===== src/include/bprd_pkg.sv =====
`default_nettype none

package bprd_pkg;

    // ------------------------------------------------------------
    // Widths
    // ------------------------------------------------------------
    localparam int unsigned ADDR_W = 32;
    localparam int unsigned DATA_W = 32;

    // ------------------------------------------------------------
    // Size codes {high, low}
    // ------------------------------------------------------------
    localparam logic [1:0] SZ_LONG = 2'h0;
    localparam logic [1:0] SZ_BYTE = 2'h1;
    localparam logic [1:0] SZ_WORD = 2'h2;
    localparam logic [1:0] SZ_LINE = 2'h3;

    // ------------------------------------------------------------
    // Line geometry
    // ------------------------------------------------------------
    localparam int unsigned LW_IDX_LSB = 2;
    localparam int unsigned LW_IDX_MSB = 3;
    localparam logic [1:0] BEAT_FIRST = 2'h0;
    localparam logic [1:0] BEAT_LAST = 2'h3;
    localparam logic [1:0] BEAT_STEP = 2'h1;
    localparam logic [31:0] HALF_LINE_MASK = 32'h0000_0007;

    // ------------------------------------------------------------
    // Reset values of the attribute pins
    // ------------------------------------------------------------
    localparam logic RST_RW = 1'b1;
    localparam logic [1:0] RST_SIZE = SZ_LONG;

    // ------------------------------------------------------------
    // Access classes presented with a request
    // ------------------------------------------------------------
    typedef enum logic [2:0] {
        CLS_FILL_DATA,
        CLS_FILL_INSN,
        CLS_BLOCK_MOVE,
        CLS_NONCACHE,
        CLS_CACHE_OFF,
        CLS_RMW,
        CLS_ALT_SPACE,
        CLS_NO_ALLOC
    } bprd_class_e;

endpackage : bprd_pkg

`default_nettype wire


===== src/include/bprd_seq_if.sv =====
`timescale 1ns/1ps
`default_nettype none

interface bprd_seq_if;
    logic load;
    logic [31:0] load_addr;
    logic step;
    logic count;
    logic [31:0] addr;
    logic [1:0] beat;

    modport ctrl (output load, output load_addr, output step, output count,
                  input addr, input beat);
    modport seq (input load, input load_addr, input step, input count,
                 output addr, output beat);
endinterface : bprd_seq_if

`default_nettype wire


===== src/hdl/bprd_addr_seq.sv =====
`timescale 1ns/1ps
`default_nettype none

module bprd_addr_seq (
    // Clock and reset
    input wire logic clk,
    input wire logic resetn,
    // Control from the read master
    bprd_seq_if.seq sb
);

    logic [31:0] addr_reg;
    logic [1:0] beat_reg;

    assign sb.addr = addr_reg;
    assign sb.beat = beat_reg;

    // ------------------------------------------------------------
    // Address: only the long-word index moves, so the byte
    // offset survives follow-on cycles
    // ------------------------------------------------------------
    always_ff @(posedge clk or negedge resetn) begin
        if (!resetn) begin
            addr_reg <= '0;
        end else if (sb.load) begin
            addr_reg <= sb.load_addr;
        end else if (sb.step) begin
            // Two-bit index wraps inside the 16-byte block
            addr_reg[bprd_pkg::LW_IDX_MSB:bprd_pkg::LW_IDX_LSB] <=
                addr_reg[bprd_pkg::LW_IDX_MSB:bprd_pkg::LW_IDX_LSB] + bprd_pkg::BEAT_STEP;
        end
    end

    // ------------------------------------------------------------
    // Beat counter
    // ------------------------------------------------------------
    always_ff @(posedge clk or negedge resetn) begin
        if (!resetn) begin
            beat_reg <= bprd_pkg::BEAT_FIRST;
        end else if (sb.load) begin
            beat_reg <= bprd_pkg::BEAT_FIRST;
        end else if (sb.count) begin
            beat_reg <= beat_reg + bprd_pkg::BEAT_STEP;
        end
    end

endmodule : bprd_addr_seq

`default_nettype wire


===== src/hdl/bprd_read_master.sv =====
`timescale 1ns/1ps
`default_nettype none

// ------------------------------------------------------------
// Contract
// - Single reads ignore slave cache-inhibit when latching.
// - Noncachable, disabled, locked, alternate, non-allocating classes use single reads.
// - First cycle drives valid address, user page bits, type and modifier.
// - Reads drive read/write high; single reads assert cache-inhibit-out.
// - Start strobe asserted in first cycle; in-progress asserted unless already.
// - Start strobe lasts exactly one clock.
// - Acknowledge sampled each clock after first; data latched only on it.
// - In-progress held if next cycle ready, else negated next clock.
// - Fills and block moves read four long words of a 16-byte block.
// - Address and attributes stay stable through a burst; four acknowledged beats.
// - Burst-inhibit on first beat makes master finish with three long reads.
// - Burst-inhibited line is indivisible; no other access or arbitration.
// - Burst-inhibit is evaluated only with the first beat's acknowledge.
// - Cache-inhibit on first line beat is latched and forwarded.
// - Cache-inhibit ignored after first beat and in inhibited follow-ons.
// - Line reads keep original low byte offset through follow-on cycles.
// - Instruction fetches are aligned to a half-line boundary.
// - Line reads use line size; cache-inhibit-out only for noncachable block move.
// - Zero-wait burst line takes five clocks, inhibited line eight.
// - Later beats latched on acknowledge, otherwise wait and resample.
// ------------------------------------------------------------

module bprd_read_master (
    // Clock and reset
    input wire logic CLK,
    input wire logic RESETN,
    // Read requests from the memory units
    input wire logic REQ_VALID,
    output logic REQ_READY,
    input wire logic [31:0] REQ_ADDR,
    input wire logic [1:0] REQ_SIZE,
    input wire logic [2:0] REQ_CLASS,
    input wire logic REQ_NONCACHE,
    input wire logic [1:0] REQ_USER,
    input wire logic [1:0] REQ_TYPE,
    input wire logic [2:0] REQ_MOD,
    // Read responses to the memory units
    output logic RSP_VALID,
    output logic [31:0] RSP_DATA,
    output logic RSP_CACHE_INHIBIT,
    output logic RSP_LINE,
    output logic RSP_LAST,
    output logic [1:0] RSP_BEAT,
    // Bus address and attributes
    output logic [31:0] ADDR_OUT,
    output logic SIZE_CODE_HIGH,
    output logic SIZE_CODE_LOW,
    output logic RW_OUT,
    output logic [1:0] USER_PAGE_ATTRIBUTE_OUT,
    output logic [1:0] TRANSFER_TYPE_OUT,
    output logic [2:0] TRANSFER_MODIFIER_OUT,
    output logic CACHE_INHIBIT_OUT_N,
    // Bus strobes
    output logic TRANSFER_START_STROBE_N,
    output logic TRANSFER_IN_PROGRESS_N,
    output logic LINE_LOCK_OUT,
    // Bus inputs from the slave
    input wire logic [31:0] DATA_IN,
    input wire logic TRANSFER_ACKNOWLEDGE_IN_N,
    input wire logic SLAVE_BURST_INHIBIT_IN_N,
    input wire logic SLAVE_CACHE_INHIBIT_IN_N
);

    // ------------------------------------------------------------
    // Types and signals
    // ------------------------------------------------------------
    typedef enum logic [1:0] {
        ST_IDLE,
        ST_START,
        ST_DATA
    } bprd_state_e;

    bprd_state_e state_reg;
    bprd_state_e state_next;

    logic line_reg;
    logic inhib_reg;
    logic line_ci_reg;

    logic [1:0] size_reg;
    logic rw_reg;
    logic [1:0] user_reg;
    logic [1:0] type_reg;
    logic [2:0] mod_reg;
    logic ci_out_n_reg;

    logic start_n_reg;
    logic prog_n_reg;

    logic rsp_valid_reg;
    logic [31:0] rsp_data_reg;
    logic rsp_ci_reg;
    logic rsp_line_reg;
    logic rsp_last_reg;
    logic [1:0] rsp_beat_reg;

    logic ack_in;
    logic burst_inh_in;
    logic cache_inh_in;
    logic ack;
    logic first_beat;
    logic line_more;
    logic inhib_now;
    logic inhibited;
    logic follow_on;
    logic take;
    logic line_class;
    logic take_line;
    logic take_insn;
    logic take_ci_out;
    logic [1:0] take_size;
    logic [31:0] take_addr;

    bprd_seq_if seq_bus ();

    bprd_addr_seq u_seq (
        .clk(CLK),
        .resetn(RESETN),
        .sb(seq_bus.seq)
    );

    // ------------------------------------------------------------
    // Bus sampling
    // ------------------------------------------------------------
    // Bus inputs share CLK, so they are sampled directly;
    // a synchroniser would break zero-wait beats.
    assign ack_in = !TRANSFER_ACKNOWLEDGE_IN_N;
    assign burst_inh_in = !SLAVE_BURST_INHIBIT_IN_N;
    assign cache_inh_in = !SLAVE_CACHE_INHIBIT_IN_N;

    // Acknowledge counts only after the start clock
    assign ack = (state_reg == ST_DATA) && ack_in;
    assign first_beat = (seq_bus.beat == bprd_pkg::BEAT_FIRST);
    assign line_more = line_reg && (seq_bus.beat != bprd_pkg::BEAT_LAST);
    assign inhib_now = line_reg && first_beat && burst_inh_in;
    assign inhibited = inhib_reg || inhib_now;
    assign follow_on = ack && line_more && inhibited;

    // ------------------------------------------------------------
    // Request decode
    // ------------------------------------------------------------
    // Only fills and block moves may burst; all other classes
    // fall back to a single transfer.
    assign line_class = (REQ_CLASS == bprd_pkg::CLS_FILL_DATA)
                     || (REQ_CLASS == bprd_pkg::CLS_FILL_INSN)
                     || (REQ_CLASS == bprd_pkg::CLS_BLOCK_MOVE);
    assign take_line = line_class && (REQ_SIZE == bprd_pkg::SZ_LINE);
    assign take_insn = (REQ_CLASS == bprd_pkg::CLS_FILL_INSN);

    always_comb begin
        if (take_line) begin
            take_size = bprd_pkg::SZ_LINE;
        end else if (REQ_SIZE == bprd_pkg::SZ_LINE) begin
            take_size = bprd_pkg::SZ_LONG;
        end else begin
            take_size = REQ_SIZE;
        end
    end

    always_comb begin
        if (take_line) begin
            take_ci_out = (REQ_CLASS == bprd_pkg::CLS_BLOCK_MOVE) && REQ_NONCACHE;
        end else begin
            take_ci_out = 1'b1;
        end
    end

    // Lines keep the byte offset; fetches go half-line
    assign take_addr = take_insn ? (REQ_ADDR & ~bprd_pkg::HALF_LINE_MASK)
                                 : REQ_ADDR;

    // New requests wait until the line is done, so nothing
    // slips between the cycles of an inhibited line.
    assign REQ_READY = (state_reg == ST_IDLE) || (ack && !line_more);
    assign take = REQ_VALID && REQ_READY;

    assign seq_bus.load = take;
    assign seq_bus.load_addr = take_addr;
    assign seq_bus.step = follow_on;
    assign seq_bus.count = ack;

    // ------------------------------------------------------------
    // Cycle sequencing
    // ------------------------------------------------------------
    always_comb begin
        state_next = state_reg;
        unique case (state_reg)
            ST_IDLE: begin
                if (take) begin
                    state_next = ST_START;
                end
            end
            ST_START: begin
                state_next = ST_DATA;
            end
            ST_DATA: begin
                if (!ack) begin
                    state_next = ST_DATA;
                end else if (line_more && !inhibited) begin
                    state_next = ST_DATA;
                end else if (line_more) begin
                    state_next = ST_START;
                end else if (take) begin
                    state_next = ST_START;
                end else begin
                    state_next = ST_IDLE;
                end
            end
        endcase
    end

    always_ff @(posedge CLK or negedge RESETN) begin
        if (!RESETN) begin
            state_reg <= ST_IDLE;
        end else begin
            state_reg <= state_next;
        end
    end

    // ------------------------------------------------------------
    // Line bookkeeping
    // ------------------------------------------------------------
    always_ff @(posedge CLK or negedge RESETN) begin
        if (!RESETN) begin
            line_reg <= 1'b0;
        end else if (take) begin
            line_reg <= take_line;
        end else if (ack && !line_more) begin
            line_reg <= 1'b0;
        end
    end

    always_ff @(posedge CLK or negedge RESETN) begin
        if (!RESETN) begin
            inhib_reg <= 1'b0;
        end else if (take) begin
            inhib_reg <= 1'b0;
        end else if (ack && inhib_now) begin
            inhib_reg <= 1'b1;
        end
    end

    // Line cache-inhibit is caught once and replayed per beat
    always_ff @(posedge CLK or negedge RESETN) begin
        if (!RESETN) begin
            line_ci_reg <= 1'b0;
        end else if (take) begin
            line_ci_reg <= 1'b0;
        end else if (ack && line_reg && first_beat) begin
            line_ci_reg <= cache_inh_in;
        end
    end

    // ------------------------------------------------------------
    // Address attributes
    // ------------------------------------------------------------
    // Loaded once per request; follow-on cycles of an inhibited
    // line only drop the size to long word.
    always_ff @(posedge CLK or negedge RESETN) begin
        if (!RESETN) begin
            size_reg <= bprd_pkg::RST_SIZE;
            rw_reg <= bprd_pkg::RST_RW;
            user_reg <= '0;
            type_reg <= '0;
            mod_reg <= '0;
            ci_out_n_reg <= 1'b1;
        end else if (take) begin
            size_reg <= take_size;
            rw_reg <= 1'b1;
            user_reg <= REQ_USER;
            type_reg <= REQ_TYPE;
            mod_reg <= REQ_MOD;
            ci_out_n_reg <= !take_ci_out;
        end else if (follow_on) begin
            size_reg <= bprd_pkg::SZ_LONG;
        end
    end

    // ------------------------------------------------------------
    // Strobes
    // ------------------------------------------------------------
    always_ff @(posedge CLK or negedge RESETN) begin
        if (!RESETN) begin
            start_n_reg <= 1'b1;
        end else begin
            // Low only in the clock that opens a cycle
            start_n_reg <= (state_next != ST_START);
        end
    end

    always_ff @(posedge CLK or negedge RESETN) begin
        if (!RESETN) begin
            prog_n_reg <= 1'b1;
        end else begin
            // Low across back-to-back cycles
            prog_n_reg <= (state_next == ST_IDLE);
        end
    end

    // ------------------------------------------------------------
    // Responses
    // ------------------------------------------------------------
    always_ff @(posedge CLK or negedge RESETN) begin
        if (!RESETN) begin
            rsp_valid_reg <= 1'b0;
            rsp_last_reg <= 1'b0;
            rsp_line_reg <= 1'b0;
            rsp_beat_reg <= bprd_pkg::BEAT_FIRST;
        end else begin
            rsp_valid_reg <= ack;
            rsp_last_reg <= ack && !line_more;
            rsp_line_reg <= ack && line_reg;
            rsp_beat_reg <= seq_bus.beat;
        end
    end

    // Data without acknowledge is never latched
    always_ff @(posedge CLK or negedge RESETN) begin
        if (!RESETN) begin
            rsp_data_reg <= '0;
        end else if (ack) begin
            rsp_data_reg <= DATA_IN;
        end
    end

    always_ff @(posedge CLK or negedge RESETN) begin
        if (!RESETN) begin
            rsp_ci_reg <= 1'b0;
        end else if (ack) begin
            if (!line_reg) begin
                rsp_ci_reg <= 1'b0;
            end else if (first_beat) begin
                rsp_ci_reg <= cache_inh_in;
            end else begin
                rsp_ci_reg <= line_ci_reg;
            end
        end
    end

    // ------------------------------------------------------------
    // Outputs
    // ------------------------------------------------------------
    assign ADDR_OUT = seq_bus.addr;
    assign SIZE_CODE_HIGH = size_reg[1];
    assign SIZE_CODE_LOW = size_reg[0];
    assign RW_OUT = rw_reg;
    assign USER_PAGE_ATTRIBUTE_OUT = user_reg;
    assign TRANSFER_TYPE_OUT = type_reg;
    assign TRANSFER_MODIFIER_OUT = mod_reg;
    assign CACHE_INHIBIT_OUT_N = ci_out_n_reg;
    assign TRANSFER_START_STROBE_N = start_n_reg;
    assign TRANSFER_IN_PROGRESS_N = prog_n_reg;
    // Holds off arbitration for the rest of a line
    assign LINE_LOCK_OUT = line_reg;

    assign RSP_VALID = rsp_valid_reg;
    assign RSP_DATA = rsp_data_reg;
    assign RSP_CACHE_INHIBIT = rsp_ci_reg;
    assign RSP_LINE = rsp_line_reg;
    assign RSP_LAST = rsp_last_reg;
    assign RSP_BEAT = rsp_beat_reg;

endmodule : bprd_read_master

`default_nettype wire


===== config.mk =====
export PLATFORM = sky130hd
export DESIGN_NAME = bprd_read_master
export DESIGN_NICKNAME = d
export VERILOG_FILES = /design/src/include/bprd_pkg.sv /design/src/include/bprd_seq_if.sv /design/src/hdl/bprd_addr_seq.sv /design/src/hdl/bprd_read_master.sv
export SDC_FILE = /design/constraint.sdc
export NUM_CORES = 1
export LEC_CHECK = 0
export BUFFER_PORTS_ARGS = -buffer_cell sky130_fd_sc_hd__buf_4
export CORE_AREA = 10 10 95 106
export DETAILED_ROUTE_END_ITERATION = 10
export DIE_AREA = 0 0 105 116
export PLACE_DENSITY = 0.76
export SLEW_MARGIN = 20
export SYNTH_ARGS = -nofsm -noshare
export SYNTH_HDL_FRONTEND = slang
export SYNTH_SLANG_ARGS = --single-unit

===== constraint.sdc =====
create_clock -name CLK -period 1.98 [get_ports CLK]
set_clock_uncertainty 0.15 [all_clocks]
set_input_delay 0.594 -clock CLK [delete_from_list [all_inputs] [get_ports CLK]]
set_output_delay 0.594 -clock CLK [all_outputs]
set_load 0.02 [all_outputs]

# Yosys cells after proc, flatten, opt, wreduce, memory -nomap -nowiden
# Cells that the tools add are included.
# word_totals
out_inout_bits,85
word_cells,86
register_bits,89
input_bits,83
# op_classes
n_eq_ne,7
add_sub_neg,2
reduce_logical,33
mux,24
# ops
cell,count
2-to-1 mux 2 bit,11
logical AND 1 bit,14
2-to-1 mux 1 bit,11
nonzero test 2 bit,5
logical NOT 1 bit,6
logical NOT 2 bit,3
case mux 2 bit (3 select lines),1
"adder 2 x 1 -> 2 bit, second input constant",2
"== test 2 bit, second input constant",2
logical OR 1 bit,4
"== test 3 x 1 -> 1 bit, second input constant",1
"== test 3 x 2 -> 1 bit, second input constant",1
logical NOT 3 bit,1
2-to-1 mux 3 bit,1
"== test 2 x 1 -> 1 bit, second input constant",1
"!= test 2 x 1 -> 1 bit, second input constant",1
"!= test 2 bit, second input constant",1

# Longest topological paths before layout
# Gate-level depths: netlist (run 1).
# depth
ltp_word,12
depth_mapped,10
depth_no_buf,8

# By module
# Synthesis (run 1) repeated with hierarchy kept, for this count alone.
# unflattened
hier_cells,324
hier_area_um2,3676.0
# by_module_without_submodules
mod,n_inst,area_each_um2,seq_area_each_um2,cells_per_inst
bprd_read_master,1,2265.9,1380.1,244
bprd_addr_seq,1,1410.1,850.8,80

# Least setup slack after synthesis (run 1)
# OpenSTA, ideal clock, no wires.
# synth_timing
path_kind,reg2out
start,register u_seq.beat_reg[0] (netlist: u_seq.sb.beat[0])
end,output REQ_READY
t_required_ns,1.236
path_buffers,0
path_slack_ns,0.025
stages_incl_launch_ff,5
arrival_ns,1.211
path_cell_list,dfrtp_1 ha_1 and2b_2 nor2_4 or2_2
# synth_between
elab_chain_cells,5
# synth_lines
element,line,source
start: declaration,bprd_addr_seq.sv:13,logic [1:0] beat_reg;
start signal: assignment,bprd_addr_seq.sv:39,beat_reg <= bprd_pkg::BEAT_FIRST;
start signal: assignment,bprd_addr_seq.sv:41,beat_reg <= bprd_pkg::BEAT_FIRST;
start signal: assignment,bprd_addr_seq.sv:43,beat_reg <= beat_reg + bprd_pkg::BEAT_STEP;
!= test 2 bit,bprd_read_master.sv:139,assign line_more = line_reg && (seq_bus.beat != bprd_pkg::BEAT_LAST);
logical AND 1 bit,bprd_read_master.sv:139,
logical NOT 1 bit,bprd_read_master.sv:179,assign REQ_READY = (state_reg == ST_IDLE) || (ack && !line_more);
logical AND 1 bit,bprd_read_master.sv:179,
logical OR 1 bit,bprd_read_master.sv:179,
end: declaration,bprd_read_master.sv:34,"output logic REQ_READY,"
# No other way between the ends.

# Worst setup path after layout (run 1)
# layout_timing
start,register u_seq.beat_reg[1] (netlist: u_seq.sb.beat[1])
end,output REQ_READY
# The elaborated chain is that of the path after synthesis.

==> flow_summary.yaml, run 1 <==
clock_network:
  cts_tree: "done"
  numCtsBuffers: 9
  clk_latency_ps: 350
  clk_pin_slew_worst_paths_ps: 90
  cts_sinks: 89
  cts_buffer_depth: 2
  cts_max_level: 3
  cts_root_buf: "clkbuf_8"
synth:
  yosysMostFrequentCell: "nand2_1"
  synth-seq-cells: 89
  synth_fa_ha_area_share_pct: 1.76
  yosys_warnings: 0
  synth.area.mux_share_pct: 0.282
  synth_area_leaders: "dfrtp_1 61%, nand2_1 23%, dfstp_2 2.2%"
  ys_dominant_reg_cell: "dfrtp_1"
  synth_common_cells: "213 x nand2_1, 86 x dfrtp_1, 9 x buf_2, 9 x inv_1"
  synth_top_area_share_pct: 60.6
  synth-compound-area-share_pct: 3.84
  synthXorXnorAreaFrac_pct: 0.740
  synth_top_family_by_area: "simple AND/OR/NAND/NOR gates"
  syn_area_sq_um: 3550
  syn_nets: 473
  synth.largest_area_cell: "dfrtp_1"
  syn_area_per_cell_sq_um: 9.22
  yosys.area_share.simple_pct: 26.6
  yosysSeqAreaShare_pct: 62.8
  postSynthCellCount: 385
  synthArstFlopShare_pct: 100
  synth_cell_types: 34
  synth_edf_count: 0
status:
  run_status: "finished with violations"
  violations: "negative setup slack"
placement:
  io_buffers: 166
  dpl.hpwl_microns: 7940
  gp_congestion: 0.749
  dp_cells: 658
  place_area_sq_um: 5020
timing:
  fin_setup_tns_ps: -1320
  fmax_mhz: 435
  rsz0062_at_grt: "yes"
  period_minus_slack_ps: 2300
  fin_ws_ps: -321
  slew_violations: 0
  period_share_pct: 116
  setup_viol: 35
  hold_viol_final: 0
floorplanning:
  start_util_pct: 45.4
  ios: 168
  die_h_microns: 116
  die_w_microns: 105
  rows: 34
  die-area_sq_um: 12200
  core_sq_um: 7830
detailed_routing:
  vias_per_cell: 4.65
  wl_microns: 10800
  vias: 3187
  ant_nets: 0
  drtIter0Drc: 132
  drt_pass1_iterations: 4
  wire_per_inst_microns: 15.8
  drc: 0
setup_path:
  cp.arrival_ps: 1560
  cp-start-kind: "flip-flop"
  path_max_fanout: 2
  end_kind: "primary output"
  crit_type: "reg2out"
  crit_required_ps: 1240
cells_and_area:
  final_core_util_pct: 70.8
  stdcell_area_sq_um: 5540
  fin_cells: 685
  fill_cells: 619
  final_nets: 660
  diodes: 0
  drive_above_1_share_pct: 41.8
  area_growth_pct: 56.1
min_path:
  hp-class: "in2reg"
power:
  total_power_mw: 8.84
  peakVddDrop_uv: 745
  p_leak_nw: 3.06
  p_per_area_nw_per_um2: 1590
global_route:
  grt_first_pass_wirelength_microns: 16100
  grt_overflow: 0
  grt_usage_pct: 16.4
  antenna_found_initial: 0
  grt_pass1_vias: 3258
  grt_max_degree: 43
job:
  cap_violations: 0
critical path, stage by stage (launching register included):
cell,delay [ps]
dfrtp_1,400
ha_2,180
and2b_2,240
nor2_4,40
or2_4,220
buf_6,130
per-layer routing:
layer,up-vias,GRT usage [%],part of all wire (%)
met1,1482,19.5,42
met5,-,0,0
met4,0,6.04,1.0
li1,1558,-,-
met3,10,6.89,9.1
met2,137,26.1,48
timing repair:
item	CTS	global route
pin swaps	0	18
hold buffers	1	0
buffers inserted	0	6
cloned	0	4
resized for setup	3	33
hold endpoints to repair	11	0
setup endpoints to repair	2	9
layout by cell type (no fill, tap or decap), types with 5 or more instances in the layout:
cell type / synthesis / final
inv_1: 9 / 8
nand2_2: 0 / 8
nor2_1: 8 / 7
nand3_2: 0 / 6
dfrtp_1: 86 / 86
nand2_1: 213 / 204
buf_12: 0 / 5
clkbuf_8: 0 / 9
buf_4: 4 / 180
per-stage QoR:
stage	setup WS, ps	hold WS, ps
final	-321	264
after global routing	-390	254
after CTS	-341	248
after detailed placement	-108	313
after global placement	-97.6	304
after floorplan	24.8	148
cell families after synthesis:
logic type	after synthesis
AND/OR/NAND/NOR	240
flip-flops	89
buffers and inverters	27
AO/OA/AOI/OAI	19
adder cells (fa/ha/maj)	5
XOR/XNOR	3
other	1
multiplexers	1
power breakdown:
part           leakage (nW)  internal (mW)  switching [mW]
Combinational          1.81           1.90            2.43
Clock                 0.124          0.840           0.649
Sequential             1.12           2.61           0.407
area by class of cell:
type                    instances  area, sq um  share of cell area [%]
clock inverters                 7          118                    2.12
clock buffers                   9          124                    2.23
repair buffers                194         1610                    29.0
well taps                     108          135                    2.44
inverters                       9         36.3                   0.654
multi-input cells             269         1290                    23.3
flip-flops and latches         89         2230                    40.2
path summary, 6_finish.rpt:
check                           slack, ps  cells past startpoint                          from                                to
worst min register to register        330                      2      RSP_DATA[24]$_DFFE_PN0P_          RSP_DATA[24]$_DFFE_PN0P_
worst max register to register       -110                      8  u_seq.sb.beat[1]$_DFFE_PN0P_  TRANSFER_IN_PROGRESS_N$_DFF_PN1_
worst min-delay path                  260                      2                  REQ_CLASS[2]   CACHE_INHIBIT_OUT_N$_DFFE_PN1P_
worst max-delay path                 -320                      5  u_seq.sb.beat[1]$_DFFE_PN0P_                         REQ_READY
max in group asynchronous             670                      3                        RESETN   CACHE_INHIBIT_OUT_N$_DFFE_PN1P_
min in group asynchronous             480                      2                        RESETN          RSP_DATA[10]$_DFFE_PN0P_
Note: power is estimated with default switching activity, not from simulation.
==> run 2: changes to the inputs <==
--- a/config.mk
+++ b/config.mk
@@ -9,7 +9,8 @@
 export CORE_AREA = 10 10 95 106
 export DETAILED_ROUTE_END_ITERATION = 10
 export DIE_AREA = 0 0 105 116
-export PLACE_DENSITY = 0.76
+export GPL_TIMING_DRIVEN = 0
+export PLACE_DENSITY = 0.86
 export SLEW_MARGIN = 20
 export SYNTH_ARGS = -nofsm -noshare
 export SYNTH_HDL_FRONTEND = slang
==> run 2 against run 1 <==
Against the previous run: the flow still finishes with violations (negative setup slack); via count increased by 1.4%; largest cell class unchanged; clock-buffer cell count rose by 1; global-route usage is 0.95 points higher; total power down 4.9%.
==> flow_summary.yaml, run 2 (synthesis results as in run 1) <==
clock_network:
  cts_root_buf: "clkbuf_8"
  cts_max_level: 3
  cts_buffer_depth: 2
  clk_pin_slew_worst_paths_ps: 90
  cts_tree: "done"
  cts_hold_buffers: 0
  clk_latency_ps: 340
  cts_sinks: 89
  numCtsBuffers: 9
cells_and_area:
  mostFrequentLayoutCells: "213 x nand2_1, 179 x buf_4, 86 x dfrtp_1, 10 x clkbuf_8"
  fin_cells: 687
  fill_cells: 648
  final_common_cell: "nand2_1"
  final_nets: 662
  area_growth_pct: 49.4
  final_core_util_pct: 67.8
  drive_above_1_share_pct: 38.9
  diodes: 0
setup_path:
  end_kind: "primary output"
  path_cells: "ha_2 -> and2b_2 -> nor2_4 -> or2_4 -> buf_6"
  slowest_delay_ps: 410
  critPathSlowestCell: "dfrtp_1"
  r2r_setup_slack_ps: 30
  cp_top_family: "simple AND/OR/NAND/NOR gates"
  cp-start-kind: "flip-flop"
  critPathBufInv: 1
  crit_required_ps: 1240
  path_max_fanout: 4
  cp.arrival_ps: 1580
  crit_type: "reg2out"
timing:
  period_share_pct: 118
  slew_violations: 0
  hold_viol_final: 0
  setup_viol: 1
  worstMarginPinSlew_ps: 777
  fmax_mhz: 430
  hold-worst-slack_ps: 156
  slew_headroom_pct: 48.2
  rsz0062_at_grt: "yes"
  fin_ws_ps: -348
  period_minus_slack_ps: 2330
status:
  violations: "negative setup slack"
  run_status: "finished with violations"
detailed_routing:
  drt_pass1_iterations: 5
  wire_per_inst_microns: 15.5
  wl_microns: 10700
  drtIter0Drc: 131
  vias_per_cell: 4.71
  vias: 3233
  drc: 0
  ant_nets: 0
placement:
  gp_congestion: 0.759
  dpl.hpwl_microns: 8530
  dp_cells: 659
  io_buffers: 166
  pre_cts_slack_ps: -197
power:
  p_leak_nw: 2.99
  p_per_area_nw_per_um2: 1580
  peakVddDrop_uv: 846
floorplanning:
  die_h_microns: 116
  die-area_sq_um: 12200
  ios: 168
  start_util_pct: 45.4
  die_w_microns: 105
  core_sq_um: 7830
  rows: 34
global_route:
  grt_max_degree: 90
  grt_overflow: 0
  grt_usage_pct: 17.3
  grt_first_pass_wirelength_microns: 17000
  antenna_found_initial: 0
  grt_pass1_vias: 3381
min_path:
  hp-class: "in2async"
job:
  cap_violations: 0
==> run 2: per-layer routing <==
metal  vias up  share of wire (%)  GRT usage, %
li1       1560                  -             -
met1      1515                 39          18.6
met2       144                 49          29.8
met3        14                 11          8.00
met4         0                1.5          6.04
met5         -                  0             0
==> run 2: cell type report <==
cell class,count,area [sq um],area share (%)
inverters,9,36.3,0.684
multi-input cells,269,1230,23.2
clock buffers,10,138,2.59
clock inverters,6,65.1,1.23
well taps,108,135,2.55
flip-flops and latches,89,2230,42.1
repair buffers,178,1340,25.3
plain buffers,18,125,2.36
==> run 2: worst paths after layout <==
path / end / cells past startpoint / start
max in group asynchronous: u_seq.sb.addr[2]$_DFFE_PN0P_ / 1 / RESETN
hold reg to reg: u_seq.sb.addr[1]$_DFFE_PN0P_ / 2 / u_seq.sb.addr[1]$_DFFE_PN0P_
setup / recovery: REQ_READY / 5 / u_seq.sb.beat[0]$_DFFE_PN0P_
setup reg to reg: CACHE_INHIBIT_OUT_N$_DFFE_PN1P_ / 8 / u_seq.sb.beat[0]$_DFFE_PN0P_
min in group CLK: CACHE_INHIBIT_OUT_N$_DFFE_PN1P_ / 2 / REQ_CLASS[2]
hold / removal: RSP_DATA[3]$_DFFE_PN0P_ / 1 / RESETN
==> run 2: power breakdown <==
| part | switching [mW] | internal [mW] | leakage [nW] |
|---|---|---|---|
| clock network | 0.629 | 0.623 | 0.103 |
| logic | 2.36 | 1.76 | 1.77 |
| registers | 0.421 | 2.61 | 1.12 |
| total | 3.41 | 4.99 | 2.99 |
==> run 2: what timing repair did <==
item	4_1_cts	5_1_grt
gates cloned	0	0
pin swaps	2	3
endpoints found under the setup margin	11	47
resized for setup	7	17
setup buffers	4	8
==> run 2: through the flow <==
stage	power (mW)	TNS [ps]	instance area (sq um)
3_5_place_dp	7.02	-904	4930
2_1_floorplan	5.14	0	3550
6_report	8.40	-348	5310
3_3_place_gp	6.85	-516	4930
4_1_cts	8.35	-374	5180
5_1_grt	8.99	-1370	5310
==> run 2: worst register-to-register path, cell delays in order, from the launching register on <==
cell and delay (ps):
dfrtp_1 410, ha_2 170, and2b_2 260, nor2_4 40, buf_4 140, o21ai_2 270, clkbuf_4 280, nand2_1 70
o41ai_1 60
==> run 3: changes to the inputs <==
--- a/config.mk
+++ b/config.mk
@@ -6,9 +6,9 @@
 export NUM_CORES = 1
 export LEC_CHECK = 0
 export BUFFER_PORTS_ARGS = -buffer_cell sky130_fd_sc_hd__buf_4
-export CORE_AREA = 10 10 95 106
+export CORE_AREA = 10 10 99 101
 export DETAILED_ROUTE_END_ITERATION = 10
-export DIE_AREA = 0 0 105 116
+export DIE_AREA = 0 0 109 111
 export GPL_TIMING_DRIVEN = 0
 export PLACE_DENSITY = 0.86
 export SLEW_MARGIN = 20
==> run 3 against run 2 <==
Against the previous run: the flow still finishes with violations (negative setup slack); critical path depth stayed put; cell count is 0.87% lower; die area is 0.67% lower; critical path type unchanged; sequential share of layout area is 0.22 points higher; routed wire length is 1.6% lower; setup slack better by 21 ps; largest power group unchanged; non-clock buffer count is 3 lower; final area is 0.52% lower; global-route usage is 0.32 points lower.
==> flow_summary.yaml, run 3 (synthesis results as in run 1) <==
timing:
  worstMarginPinSlew_ps: 775
  rsz0062_at_grt: "yes"
  slew_violations: 0
  fmax_mhz: 433
  setup_viol: 1
  slew_headroom_pct: 48.3
  period_share_pct: 117
  hold_viol_final: 0
  fin_setup_tns_ps: -327
  fin_ws_ps: -327
  period_minus_slack_ps: 2310
power:
  switching_share_pct: 40.9
  pwr-share-seq_pct: 36.5
  p_switching_mw: 3.40
  peakVddDrop_uv: 774
  p_per_area_nw_per_um2: 1580
  p_int_mw: 4.92
  combPwrFrac_pct: 48.7
  power.share.clock_pct: 14.8
  p_leak_nw: 2.95
detailed_routing:
  drtIter0Drc: 130
  wl_microns: 10500
  ant_nets: 0
  vias_per_cell: 4.67
  drt_pass1_iterations: 4
  wire_per_inst_microns: 15.4
  drc: 0
  vias: 3177
setup_path:
  cp.arrival_ps: 1560
  end_kind: "primary output"
  path_cells: "ha_2 -> and2b_2 -> nor2_4 -> or2_4 -> buf_6"
  path_max_fanout: 2
  crit_type: "reg2out"
  critPathSlowestCell: "dfrtp_1"
  cp-start-kind: "flip-flop"
  slowest_delay_ps: 400
  crit_required_ps: 1240
cells_and_area:
  final_nets: 659
  drive_above_1_share_pct: 38.7
  final_common_cell: "nand2_1"
  diodes: 0
  area_growth_pct: 48.6
  multi_input_area_sq_um: 1240
  regArea_sq_um: 2230
  fill_cells: 629
  mostFrequentLayoutCells: "213 x nand2_1, 175 x buf_4, 86 x dfrtp_1, 9 x clkbuf_8, 8 x nand3_1"
global_route:
  grt_max_degree: 90
  grt_first_pass_wirelength_microns: 16500
  antenna_found_initial: 0
  grt_pass1_vias: 3288
  grt_overflow: 0
  grt_usage_pct: 17.0
clock_network:
  cts_max_level: 3
  clk_latency_ps: 350
  clk_pin_slew_worst_paths_ps: 100
  numCtsBuffers: 9
  cts_tree: "done"
  cts_sinks: 89
  cts_buffer_depth: 2
  cts_root_buf: "clkbuf_8"
  cts_hold_buffers: 0
placement:
  io_buffers: 166
  dpl.hpwl_microns: 8080
  gp_congestion: 0.834
  pre_cts_slack_ps: -191
floorplanning:
  die_h_microns: 111
  rows: 33
  die-area_sq_um: 12100
  die_w_microns: 109
  core_sq_um: 7970
  ios: 168
  start_util_pct: 44.6
status:
  run_status: "finished with violations"
  violations: "negative setup slack"
job:
  cap_violations: 0
min_path:
  hp-class: "in2async"
[run 3: changes by cell type in the layout (fill, tap and decap cells not counted), sizes merged]
cell      previous run  this run
buf                188       185
inv                 11        10
clkinvlp             1         2
[run 3: final timing paths]
kind	startpoint	end	slack [ps]	depth (start not counted)
max	u_seq.sb.beat[0]$_DFFE_PN0P_	REQ_READY	-330	5
min	RESETN	RSP_DATA[17]$_DFFE_PN0P_	140	1
max reg2reg	u_seq.sb.beat[0]$_DFFE_PN0P_	CACHE_INHIBIT_OUT_N$_DFFE_PN1P_	50	8
min reg2reg	u_seq.sb.addr[0]$_DFFE_PN0P_	u_seq.sb.addr[0]$_DFFE_PN0P_	320	2
max in group asynchronous	RESETN	state_reg[1]$_DFF_PN0_	1010	1
min in group CLK	REQ_CLASS[2]	CACHE_INHIBIT_OUT_N$_DFFE_PN1P_	260	2
[run 3: timing repair]
item / CTS / global route
pin swaps: 2 / 4
setup endpoints to repair: 11 / 78
gates resized for setup: 4 / 24
endpoints found under the hold margin: 0 / 0
buffers inserted: 6 / 4
[run 3: critical path: cells and delay by family, from the launching register on]
family	cells	cell delay [ps]
buffers and inverters	1	130
and+or+nand+nor	3	500
DFF	1	400
adders and majority gates	1	180
[run 3: layout make-up]
cell class	count	share of cell area [%]
Buffer	18	2.44
Timing Repair Buffer	175	25.0
Clock inverter	6	1.28
Sequential cell	89	42.3
Clock buffer	10	2.42
Inverter	9	0.640
Multi-Input combinational cell	269	23.4
Tap cell	105	2.49
[run 3: power groups by stage]
| stage | Sequential, mW | Combinational, mW | Clock (mW) |
|---|---|---|---|
| after CTS | 3.03 | 4.01 | 1.26 |
| final | 3.03 | 4.05 | 1.23 |
| after detailed placement | 3.07 | 3.92 | 0 |
| after global placement | 3.03 | 3.81 | 0 |
| after global routing | 3.12 | 4.45 | 1.35 |
| after floorplan | 3.96 | 1.18 | 0 |
[run 3: metrics by stage]
step / hold WS [ps] / power, mW / instances / area, sq um / util (%)
4_1_cts: 248 / 8.30 / 678 / 5180 / 65.0
3_5_place_dp: 271 / 6.99 / 656 / 4930 / 61.8
3_3_place_gp: 239 / 6.84 / 656 / 4930 / 61.8
5_1_grt: 193 / 8.91 / 681 / 5280 / 66.2
2_1_floorplan: 148 / 5.14 / 385 / 3550 / -
6_report: 142 / 8.32 / 681 / 5280 / 66.2
[run 3: per-layer routing]
metal	vias to the layer above	GRT usage, %	wire [microns]	share of wire [%]
li1	1549	-	-	-
met1	1482	18.9	4040	38
met2	138	27.5	5000	48
met3	8	9.59	1410	13
met4	0	4.13	65	0.62
met5	-	0	0	0
